[config.mk]
export PLATFORM = sky130hd
export DESIGN_NAME = mdp_supervisor
export DESIGN_NICKNAME = d
export VERILOG_FILES = /design/src/design/mdp_pkg.sv /design/src/design/mdp_tmr_if.sv /design/src/design/mdp_timer.sv /design/src/design/mdp_supervisor.sv
export SDC_FILE = /design/constraint.sdc
export NUM_CORES = 1
export LEC_CHECK = 0
export ABC_AREA = 1
export BUFFER_PORTS_ARGS = -buffer_cell sky130_fd_sc_hd__clkbuf_2
export CAP_MARGIN = 20
export CORE_UTILIZATION = 60
export DETAILED_ROUTE_END_ITERATION = 8
export GPL_ROUTABILITY_DRIVEN = 1
export GPL_TIMING_DRIVEN = 0
export PLACE_DENSITY = 0.78
export RECOVER_POWER = 50
export SLEW_MARGIN = 20
export SYNTH_ARGS = -nofsm -noshare
export SYNTH_HDL_FRONTEND = slang
export SYNTH_HIERARCHICAL = 1
export SYNTH_SLANG_ARGS = --single-unit
[constraint.sdc]
create_clock -name clk_i -period 2.1 [get_ports clk_i]
set_input_delay 0.21 -clock clk_i [delete_from_list [all_inputs] [get_ports clk_i]]
set_output_delay 0.21 -clock clk_i [all_outputs]
set_load 0.005 [all_outputs]
[src/design/mdp_pkg.sv]
// Constants, comparator bundle and drive types for the motor protection supervisor
package mdp_pkg;

	// Clock and protection timing, each time in its own unit
	localparam int unsigned CLK_PERIOD_NS   = 100;
	localparam int unsigned OCL_BLANK_NS    = 2300;
	localparam int unsigned OCP_BLANK_NS    = 800;
	localparam int unsigned OCP_HOLD_MS     = 15;
	localparam int unsigned STALL_DETECT_S  = 5;
	localparam int unsigned STALL_HOLD_S    = 64;
	localparam int unsigned NS_PER_MS       = 1_000_000;
	localparam int unsigned NS_PER_S        = 1_000_000_000;

	// Least times round up to whole cycles
	localparam int unsigned OCL_BLANK_CYC   = (OCL_BLANK_NS + CLK_PERIOD_NS - 1) / CLK_PERIOD_NS;
	localparam int unsigned OCP_BLANK_CYC   = (OCP_BLANK_NS + CLK_PERIOD_NS - 1) / CLK_PERIOD_NS;
	localparam int unsigned OCP_HOLD_CYC    = OCP_HOLD_MS * (NS_PER_MS / CLK_PERIOD_NS);
	localparam int unsigned STALL_DETECT_CYC = STALL_DETECT_S * (NS_PER_S / CLK_PERIOD_NS);
	localparam int unsigned STALL_HOLD_CYC  = STALL_HOLD_S * (NS_PER_S / CLK_PERIOD_NS);

	// APB register map
	localparam int unsigned APB_ADDR_W      = 8;
	localparam logic [7:0]  CTRL_OFS        = 8'h00;
	localparam logic [7:0]  STATUS_OFS      = 8'h04;
	localparam logic [7:0]  POS_OFS         = 8'h08;

	// Control register fields and reset value
	localparam int unsigned CTRL_STALL_EN   = 0;
	localparam int unsigned CTRL_DRIVE_EN   = 1;
	localparam logic [1:0]  CTRL_RESET      = 2'h3;

	// Status register fields
	localparam int unsigned ST_REG_LOCK     = 0;
	localparam int unsigned ST_BOOT_LOCK    = 1;
	localparam int unsigned ST_GATE_LOCK    = 4;
	localparam int unsigned ST_CLIMIT       = 5;
	localparam int unsigned ST_OCP          = 6;
	localparam int unsigned ST_TSD          = 7;
	localparam int unsigned ST_STALL        = 8;
	localparam int unsigned ST_HALL_BAD     = 9;
	localparam int unsigned ST_OPPOSITE     = 10;
	localparam int unsigned ST_FAULT        = 11;

	// Position register fields
	localparam int unsigned POS_CODE        = 0;
	localparam int unsigned POS_REV_ROT     = 3;

	// Comparator indications, all synchronised together
	typedef struct packed {
		logic       reg_low;
		logic       reg_ok;
		logic [2:0] boot_low;
		logic [2:0] boot_ok;
		logic       gate_low;
		logic       gate_ok;
		logic       lim;
		logic       trip;
		logic       open;
		logic       hot;
		logic       cool;
		logic [2:0] pos;
	} mdp_cmp_t;

	typedef enum logic {DRV_SINE, DRV_TRAP} mdp_drive_t;

endpackage : mdp_pkg

[src/design/mdp_tmr_if.sv]
// Run and done pair between the supervisor and one of its cycle timers
interface mdp_tmr_if;
	logic run;
	logic done;
	modport ctl (output run, input done);
	modport tmr (input run, output done);
endinterface : mdp_tmr_if

[src/design/mdp_timer.sv]
// Cycle counter that flags when its run level has stood for LIMIT cycles
module mdp_timer #(
	parameter int unsigned LIMIT = 1
) (
	input  wire logic clk_i,
	input  wire logic rst_i,
	mdp_tmr_if.tmr    tmr
);
	localparam logic [31:0] LAST = 32'(LIMIT - 1);

	logic [31:0] cnt_q;
	logic [31:0] cnt_d;

	if (LIMIT < 1) begin : g_chk
		$error("mdp_timer: LIMIT must be at least one");
	end

	// Counts while run is high, saturates at the last step, restarts when run drops
	assign tmr.done = tmr.run && (cnt_q == LAST);
	assign cnt_d    = !tmr.run ? 32'h0 : (cnt_q == LAST) ? cnt_q : cnt_q + 32'h1;

	always_ff @(posedge clk_i) begin
		if (rst_i) begin
			cnt_q <= 32'h0;
		end else begin
			cnt_q <= cnt_d;
		end
	end
endmodule : mdp_timer

[src/design/mdp_supervisor.sv]
// Protection and fault supervisor for a three-phase inverter gate driver
// Behaviour
// - Regulator supply low shuts all gates off, raises fault; release on ok.
// - Bootstrap supply low shuts high sides only until supply recovers.
// - Gate supply low shuts all gates off until supply recovers.
// - Shunt over limit for full blanking time shuts all gates off.
// - Current limit shutdown clears at each PWM cycle start.
// - Shunt over trip level for its blanking time enters overcurrent protection.
// - Overcurrent protection holds gates off, fault high, for fixed hold time.
// - Open shunt input counts as overcurrent and trips protection.
// - Over temperature shuts all gates off and raises fault.
// - Thermal shutdown releases only once temperature falls by hysteresis.
// - Position unchanged for lock detect time starts stall guard.
// - Stall guard holds gates off, fault high, for its hold time.
// - Fault high while rotation opposes selected direction; when it agrees, fault is low unless another protection is active.
// - Rotation opposite to direction select switches to trapezoidal drive within one step.
// - Drive type follows direction select versus actual rotation.
// - All position signals equal flags abnormality, shuts all gates off.
// - Fault high during abnormality; valid codes follow commutation tables.
// - Fault output low when no protection is active.
// - Forward code H-L-H drives U low side and V high side.
//
// The register offsets and the APB interface to the registers are this design's own decisions.
module mdp_supervisor
	import mdp_pkg::*;
#(
	parameter int unsigned OCL_BLANK   = OCL_BLANK_CYC,
	parameter int unsigned OCP_BLANK   = OCP_BLANK_CYC,
	parameter int unsigned OCP_HOLD    = OCP_HOLD_CYC,
	parameter int unsigned STALL_DET   = STALL_DETECT_CYC,
	parameter int unsigned STALL_HOLD  = STALL_HOLD_CYC
) (
	input  wire logic                  clk_i,
	input  wire logic                  rst_i,
	input  wire logic                  psel_i,
	input  wire logic                  penable_i,
	input  wire logic                  pwrite_i,
	input  wire logic [APB_ADDR_W-1:0] paddr_i,
	input  wire logic [31:0]           pwdata_i,
	output logic      [31:0]           prdata_o,
	output logic                       pready_o,
	output logic                       pslverr_o,
	input  wire logic                  reg_supply_low_i,
	input  wire logic                  reg_supply_ok_i,
	input  wire logic [2:0]            bootstrap_supply_low_i,
	input  wire logic [2:0]            bootstrap_supply_ok_i,
	input  wire logic                  gate_supply_low_i,
	input  wire logic                  gate_supply_ok_i,
	input  wire logic                  shunt_limit_i,
	input  wire logic                  shunt_trip_i,
	input  wire logic                  shunt_open_i,
	input  wire logic                  die_hot_i,
	input  wire logic                  die_cool_i,
	input  wire logic                  pos_sense_u_i,
	input  wire logic                  pos_sense_v_i,
	input  wire logic                  pos_sense_w_i,
	input  wire logic                  direction_select_i,
	input  wire logic                  pwm_cycle_start_i,
	input  wire logic [2:0]            sine_gate_hi_i,
	input  wire logic [2:0]            sine_gate_lo_i,
	output logic      [2:0]            gate_hi_o,
	output logic      [2:0]            gate_lo_o,
	output logic                       fault_out_o,
	output logic                       trap_mode_o
);
	if (OCL_BLANK < 1 || OCP_BLANK < 1 || OCP_HOLD < 1
	    || STALL_DET < 1 || STALL_HOLD < 1) begin : g_chk
		$error("mdp_supervisor: every cycle count must be at least one");
	end

	// Forward six-step table, result is {hi U,V,W, lo U,V,W}
	function automatic logic [5:0] trap_fwd(input logic [2:0] c);
		case (c)
			3'b101:  trap_fwd = 6'b010_100;
			3'b100:  trap_fwd = 6'b001_100;
			3'b110:  trap_fwd = 6'b001_010;
			3'b010:  trap_fwd = 6'b100_010;
			3'b011:  trap_fwd = 6'b100_001;
			3'b001:  trap_fwd = 6'b010_001;
			default: trap_fwd = 6'b000_000;
		endcase
	endfunction : trap_fwd

	// Position code that follows c in forward rotation
	function automatic logic [2:0] fwd_next(input logic [2:0] c);
		case (c)
			3'b101:  fwd_next = 3'b100;
			3'b100:  fwd_next = 3'b110;
			3'b110:  fwd_next = 3'b010;
			3'b010:  fwd_next = 3'b011;
			3'b011:  fwd_next = 3'b001;
			3'b001:  fwd_next = 3'b101;
			default: fwd_next = 3'b000;
		endcase
	endfunction : fwd_next

	mdp_cmp_t   cmp_raw;
	mdp_cmp_t   cmp_s1_q;
	mdp_cmp_t   cmp_s2_q;
	logic       reg_lock_q;
	logic       reg_lock_d;
	logic [2:0] boot_lock_q;
	logic [2:0] boot_lock_d;
	logic       gate_lock_q;
	logic       gate_lock_d;
	logic       climit_q;
	logic       climit_d;
	logic       ocp_q;
	logic       ocp_d;
	logic       tsd_q;
	logic       tsd_d;
	logic       stall_q;
	logic       stall_d;
	logic [2:0] prev_pos_q;
	logic       rev_rot_q;
	logic       rev_rot_d;
	logic [1:0] ctrl_q;
	logic [1:0] ctrl_d;
	logic       hall_bad;
	logic       hall_step;
	logic       opposite;
	logic       all_off;
	logic       hi_off;
	logic       any_fault;
	logic [5:0] trap_gates;
	logic [2:0] drv_hi;
	logic [2:0] drv_lo;
	mdp_drive_t drive;
	logic       apb_setup;
	logic       apb_access;
	logic       sel_ctrl;
	logic       sel_status;
	logic       sel_pos;
	logic       unmapped;
	logic       ctrl_wr;
	logic [31:0] status_word;
	logic [31:0] rdata_d;

	mdp_tmr_if ocl_blank_if ();
	mdp_tmr_if ocp_blank_if ();
	mdp_tmr_if ocp_hold_if ();
	mdp_tmr_if stall_det_if ();
	mdp_tmr_if stall_hold_if ();

	// Comparator bundle gathered from the pins
	assign cmp_raw = '{reg_low: reg_supply_low_i, reg_ok: reg_supply_ok_i,
		boot_low: bootstrap_supply_low_i, boot_ok: bootstrap_supply_ok_i,
		gate_low: gate_supply_low_i, gate_ok: gate_supply_ok_i,
		lim: shunt_limit_i, trip: shunt_trip_i, open: shunt_open_i,
		hot: die_hot_i, cool: die_cool_i,
		pos: {pos_sense_u_i, pos_sense_v_i, pos_sense_w_i}};

	// Two-flop synchroniser per comparator bit
	for (genvar b = 0; b < $bits(mdp_cmp_t); b++) begin : g_sync
		always_ff @(posedge clk_i) begin
			if (rst_i) begin
				cmp_s1_q[b] <= 1'b0;
				cmp_s2_q[b] <= 1'b0;
			end else begin
				cmp_s1_q[b] <= cmp_raw[b];
				cmp_s2_q[b] <= cmp_s1_q[b];
			end
		end
	end

	// Cycle timers for blanking, hold and lock detection
	assign ocl_blank_if.run  = cmp_s2_q.lim;
	assign ocp_blank_if.run  = cmp_s2_q.trip;
	assign ocp_hold_if.run   = ocp_q;
	assign stall_det_if.run  = ctrl_q[CTRL_STALL_EN] && !stall_q && !hall_step;
	assign stall_hold_if.run = stall_q;

	mdp_timer #(.LIMIT(OCL_BLANK)) u_ocl_blank (
		.clk_i (clk_i), .rst_i (rst_i), .tmr (ocl_blank_if.tmr));
	mdp_timer #(.LIMIT(OCP_BLANK)) u_ocp_blank (
		.clk_i (clk_i), .rst_i (rst_i), .tmr (ocp_blank_if.tmr));
	mdp_timer #(.LIMIT(OCP_HOLD)) u_ocp_hold (
		.clk_i (clk_i), .rst_i (rst_i), .tmr (ocp_hold_if.tmr));
	mdp_timer #(.LIMIT(STALL_DET)) u_stall_det (
		.clk_i (clk_i), .rst_i (rst_i), .tmr (stall_det_if.tmr));
	mdp_timer #(.LIMIT(STALL_HOLD)) u_stall_hold (
		.clk_i (clk_i), .rst_i (rst_i), .tmr (stall_hold_if.tmr));

	// Protection latches; a set in the same cycle as its release wins
	assign reg_lock_d  = cmp_s2_q.reg_low || (reg_lock_q && !cmp_s2_q.reg_ok);
	assign boot_lock_d = cmp_s2_q.boot_low | (boot_lock_q & ~cmp_s2_q.boot_ok);
	assign gate_lock_d = cmp_s2_q.gate_low || (gate_lock_q && !cmp_s2_q.gate_ok);
	assign climit_d    = ocl_blank_if.done || (climit_q && !pwm_cycle_start_i);
	assign ocp_d       = ocp_blank_if.done || cmp_s2_q.open
	                     || (ocp_q && !ocp_hold_if.done);
	assign tsd_d       = cmp_s2_q.hot || (tsd_q && !cmp_s2_q.cool);
	assign stall_d     = stall_det_if.done || (stall_q && !stall_hold_if.done);

	// Position checks and rotation sense
	assign hall_bad  = (cmp_s2_q.pos == 3'b000) || (cmp_s2_q.pos == 3'b111);
	assign hall_step = cmp_s2_q.pos != prev_pos_q;
	assign rev_rot_d = (hall_step && !hall_bad && prev_pos_q != 3'b000 && prev_pos_q != 3'b111)
	                   ? (cmp_s2_q.pos != fwd_next(prev_pos_q)) : rev_rot_q;
	assign opposite  = rev_rot_q ^ direction_select_i;
	assign drive     = opposite ? DRV_TRAP : DRV_SINE;

	// Reverse table equals forward table on the inverted code
	assign trap_gates = trap_fwd(rev_rot_q ? ~cmp_s2_q.pos : cmp_s2_q.pos);

	// Gate and fault decisions
	assign all_off   = reg_lock_q || gate_lock_q || climit_q || ocp_q || tsd_q || stall_q
	                   || hall_bad || !ctrl_q[CTRL_DRIVE_EN];
	assign hi_off    = all_off || (|boot_lock_q);
	assign any_fault = reg_lock_q || ocp_q || tsd_q || stall_q || opposite || hall_bad;
	assign drv_hi    = hi_off ? 3'h0 : (drive == DRV_TRAP) ? trap_gates[5:3] : sine_gate_hi_i;
	assign drv_lo    = all_off ? 3'h0 : (drive == DRV_TRAP) ? trap_gates[2:0] : sine_gate_lo_i;

	// Protection state and registered outputs
	always_ff @(posedge clk_i) begin
		if (rst_i) begin
			reg_lock_q  <= 1'b0;
			boot_lock_q <= 3'h0;
			gate_lock_q <= 1'b0;
			climit_q    <= 1'b0;
			ocp_q       <= 1'b0;
			tsd_q       <= 1'b0;
			stall_q     <= 1'b0;
			prev_pos_q  <= 3'h0;
			rev_rot_q   <= 1'b0;
			gate_hi_o   <= 3'h0;
			gate_lo_o   <= 3'h0;
			fault_out_o <= 1'b0;
			trap_mode_o <= 1'b0;
		end else begin
			reg_lock_q  <= reg_lock_d;
			boot_lock_q <= boot_lock_d;
			gate_lock_q <= gate_lock_d;
			climit_q    <= climit_d;
			ocp_q       <= ocp_d;
			tsd_q       <= tsd_d;
			stall_q     <= stall_d;
			prev_pos_q  <= cmp_s2_q.pos;
			rev_rot_q   <= rev_rot_d;
			gate_hi_o   <= drv_hi;
			gate_lo_o   <= drv_lo;
			fault_out_o <= any_fault;
			trap_mode_o <= (drive == DRV_TRAP);
		end
	end

	// APB decode; one wait-free access phase
	assign apb_setup   = psel_i && !penable_i;
	assign apb_access  = psel_i && penable_i && pready_o;
	assign sel_ctrl    = paddr_i == CTRL_OFS;
	assign sel_status  = paddr_i == STATUS_OFS;
	assign sel_pos     = paddr_i == POS_OFS;
	assign unmapped    = !(sel_ctrl || sel_status || sel_pos);
	assign ctrl_wr     = apb_access && pwrite_i && sel_ctrl;
	assign ctrl_d      = ctrl_wr ? pwdata_i[1:0] : ctrl_q;

	// Status word shows the live protection state
	always_comb begin
		status_word                 = 32'h0;
		status_word[ST_REG_LOCK]    = reg_lock_q;
		status_word[ST_BOOT_LOCK +: 3] = boot_lock_q;
		status_word[ST_GATE_LOCK]   = gate_lock_q;
		status_word[ST_CLIMIT]      = climit_q;
		status_word[ST_OCP]         = ocp_q;
		status_word[ST_TSD]         = tsd_q;
		status_word[ST_STALL]       = stall_q;
		status_word[ST_HALL_BAD]    = hall_bad;
		status_word[ST_OPPOSITE]    = opposite;
		status_word[ST_FAULT]       = fault_out_o;
	end

	// Read data mux
	assign rdata_d = sel_ctrl ? {30'h0, ctrl_q}
	               : sel_status ? status_word
	               : sel_pos ? {28'h0, rev_rot_q, cmp_s2_q.pos}
	               : 32'h0;

	// APB answer registers and control register
	always_ff @(posedge clk_i) begin
		if (rst_i) begin
			ctrl_q    <= CTRL_RESET;
			pready_o  <= 1'b0;
			pslverr_o <= 1'b0;
			prdata_o  <= 32'h0;
		end else begin
			ctrl_q    <= ctrl_d;
			pready_o  <= apb_setup;
			pslverr_o <= apb_setup && unmapped;
			prdata_o  <= (apb_setup && !pwrite_i) ? rdata_d : 32'h0;
		end
	end
endmodule : mdp_supervisor

==> results.tsv <==
stage	metric	value	unit
timing	skew	0.00861	ns
critical_path	crit_path_max_incr_delay	0.48	ns
floorplanning	die_y	146	um
final_layout	area_delta_synth_final	14.2	%
timing	slew_viol_final	0	
power_and_ir_drop	total_leakage_power	5.44	nW
synthesis	synth_xor_area_frac	0.0205	
floorplanning	core	20300	sq um
synthesis	synth_warnings	6	
clock_network	cts_buffers	26	
critical_path	reg2reg_slack	0.16	ns
grt	grt_pass1_wl	52.3	mm
worst_hold_path	hp-class	input port to register	
routing	vias	12300	
power_and_ir_drop	p_total	9.51	mW
clock_network	insertion_delay	0.52	ns
timing	rsz0062_at_grt	no	
floorplanning	initial_utilization	0.613	
place	dpl.hpwl	23.3	mm
clock_network	cts_setup_buffers	0	
timing	fmax	515	MHz
synthesis	synthTopCellsByArea	dfxtp_1 37%, nand2_1 16%, nor2_1 14%	
routing	ant_nets	0	
routing	drc	0	
timing	min_period	1.94	ns
grt	gr-usage-all-layers	0.294	
place	port_buffers	62	
critical_path	critPathLaunchType	register	
critical_path	crit_chain	ha_1, nand3_2, inv_2, nand2_4, nor3_1, nand3_1, nor2_1, nor2_1, nor2_1, nor2_1	
job	cap_viol_max_count	0	
timing	holdWs	0.0174	ns
final_layout	diodes	0	
clock_network	clock-sinks	233	
timing	worstMarginPinSlew	0.672	ns
grt	grt_pass1_vias	11500	
power_and_ir_drop	p_per_area	668	nW/um^2
floorplanning	rows	52	
clock_network	cts-root-buf	clkbuf_16	
synthesis	yosysUniqueCellTypes	43	
timing	relSlewSlack	0.551	
routing	wl	30.8	mm
synthesis	synth_edf_count	0	
timing	setup_viol	0	
synthesis	synth_simple_gate_area_share	0.435	
place	dpl.cell_count	2312	
synthesis	synth_fa_ha_area_frac	0.00603	
clock_network	clk_path_buf_depth	3	
synthesis	ys_ff_latch	233	
floorplanning	pin_count	113	
routing	via_per_inst	5.14	
place	pre_cts_ws	-0.169	ns
grt	grt.overflow.total	0	
synthesis	synthMuxAreaShare	0	
timing	setup_ws	0.159	ns
critical_path	cp_common_cell	nor2_1	
synthesis	synth_area_leader_cell	dfxtp_1	
timing	fin_crit_sh	0.924	
routing	dr.pass1.iters	5	
routing	first_iter_violations	837	
synthesis	synth_top_area_frac	0.375	
synthesis	syn-mean-instance-area	6.35	sq um
synthesis	synth.yosys.seq_area_share	0.375	
clock_network	tritoncts	built	
synthesis	async_reset_ff_frac	0	
critical_path	cp_slowest_cell	dfxtp_1	
clock_network	cts_htree_levels	1	
routing	wl_per_cell	12.9	um
final_layout	final_nets	2174	
final_layout	layout-drive-gt1-share	0.0988	
critical_path	crit_path_end_kind	register	
critical_path	worst-path-buf-inv	1	
critical_path	crit_type	register to register	
synthesis	synth_compound_area_frac	0.0763	
floorplanning	die_w	146	um
power_and_ir_drop	ir_drop	885	uV
critical_path	cp_data_arrival_time	2.33	ns
critical_path	cp_max_fo	8	
synthesis	ys.flop_type	dfxtp_1	
clock_network	path_clk_slew	0.06	ns
floorplanning	dieArea	21300	sq um
synthesis	synth_top_family_by_area	simple AND/OR/NAND/NOR gates	
outcome	status	completed	
final_layout	fin_cells	2386	
timing	hold_violations	0	
critical_path	crit_family	simple AND/OR/NAND/NOR gates	
grt	antenna_found_initial	0	
synthesis	netlist_area	12500	sq um
grt	grt_max_degree	20	
critical_path	worstPathRequired	2.49	ns
place	gp_congestion	0.936	
synthesis	synthCells	1961	
final_layout	postLayoutCoreUtil	0.701	
## cells in the final DEF (no fill, tap or decap), types with 22 or more instances in the layout
master | Yosys | layout
buf_4 | 22 | 22
dlygate4sd3_1 | 0 | 28
dfxtp_1 | 233 | 233
clkbuf_1 | 10 | 26
nand2_1 | 528 | 532
a21oi_1 | 135 | 135
nor2_1 | 472 | 480
inv_1 | 208 | 212
clkbuf_16 | 0 | 27
nand3_1 | 102 | 106
o21ai_0 | 47 | 47
clkbuf_2 | 2 | 55
nor2_2 | 24 | 23
## power by group
part	leakage, nW	total, mW	internal [mW]	switching, mW
logic	3.11	0.367	0.159	0.209
registers	1.89	4.50	4.48	0.0268
clock network	0.441	4.64	2.86	1.78
total	5.44	9.51	7.50	2.01
## state kept, by name, indices dropped and copies added, names as in the netlist, 12 cells and up
| name | cells |
|---|---|
| cmp_s2_q | 16 |
| u_ocp_blank/cnt_q | 32 |
| prdata_o | 12 |
| u_ocp_hold/cnt_q | 32 |
| u_ocl_blank/cnt_q | 32 |
| cmp_s1_q | 18 |
| u_stall_hold/cnt_q | 32 |
| u_stall_det/cnt_q | 32 |
## worst paths after layout
path,depth (start not counted),from,endpoint
setup / recovery,10,u_stall_hold/cnt_q[0],stall_hold_if.run
hold / removal,3,pwdata_i[1],ctrl_q[1]
setup reg to reg,10,u_stall_hold/cnt_q[0],stall_hold_if.run
hold reg to reg,2,cmp_s1_q[0],cmp_s2_q[0]
## per-layer routing
| metal | track usage | part of all wire | up-vias |
|---|---|---|---|
| li1 | - | - | 6335 |
| met1 | 0.370 | 0.43 | 5500 |
| met2 | 0.517 | 0.47 | 368 |
| met3 | 0.0334 | 0.060 | 62 |
| met4 | 0.111 | 0.034 | 0 |
| met5 | 0 | 0 | - |
## cell families after synthesis
family	Yosys count
xor+xnor	27
other cells	1
fa+ha+maj	6
simple gates	1245
flops	233
buf+inv	261
compound gates	188
## tightest hold or removal path, cell delays in order
cell      delay (ns)
clkbuf_2        0.08
nand3_1         0.11
nand3_1         0.10
## synthesized netlist by cell type (2+ instances only)
master	instances
a21oi_1	135
a31oi_1	2
buf_1	2
buf_4	22
clkbuf_1	10
clkbuf_2	2
clkinv_1	4
dfxtp_1	233
ha_1	6
inv_1	208
inv_2	8
nand2_1	528
nand2_2	24
nand2_4	7
nand3_1	102
nand3_2	12
nand3b_1	9
nand3b_2	2
nand4_1	20
nor2_1	472
nor2_2	24
nor2_4	20
nor2_8	4
nor3_1	12
nor3b_1	3
o21ai_0	47
o21ai_1	2
or2_0	2
xnor2_1	16
xor2_1	10
## what timing repair did
| action | CTS | global route |
|---|---|---|
| resized for setup | 1 | 1 |
| hold endpoints to repair | 27 | 0 |
| endpoints found under the setup margin | 10 | 8 |
| hold buffers | 28 | 0 |
| pin swaps | 0 | 0 |
## area by class of cell
type | instances | area [sq um]
Buffer | 38 | 244
Clock buffer | 37 | 753
Clock inverter | 10 | 136
Fill cell | 1861 | 6080
Inverter | 222 | 843
Multi-Input combinational cell | 1486 | 6660
Sequential cell | 233 | 4660
Tap cell | 270 | 338
Timing Repair Buffer | 90 | 581
## metrics by stage
step | TNS (ns) | cell area [sq um]
after CTS | 0 | 14300
after detailed placement | -1.21 | 13200
after global routing | 0 | 14200
final | 0 | 14200
after floorplan | 0 | 12500
after global placement | -0.299 | 13200
No activity file was read; power rests on OpenSTA's default activity.
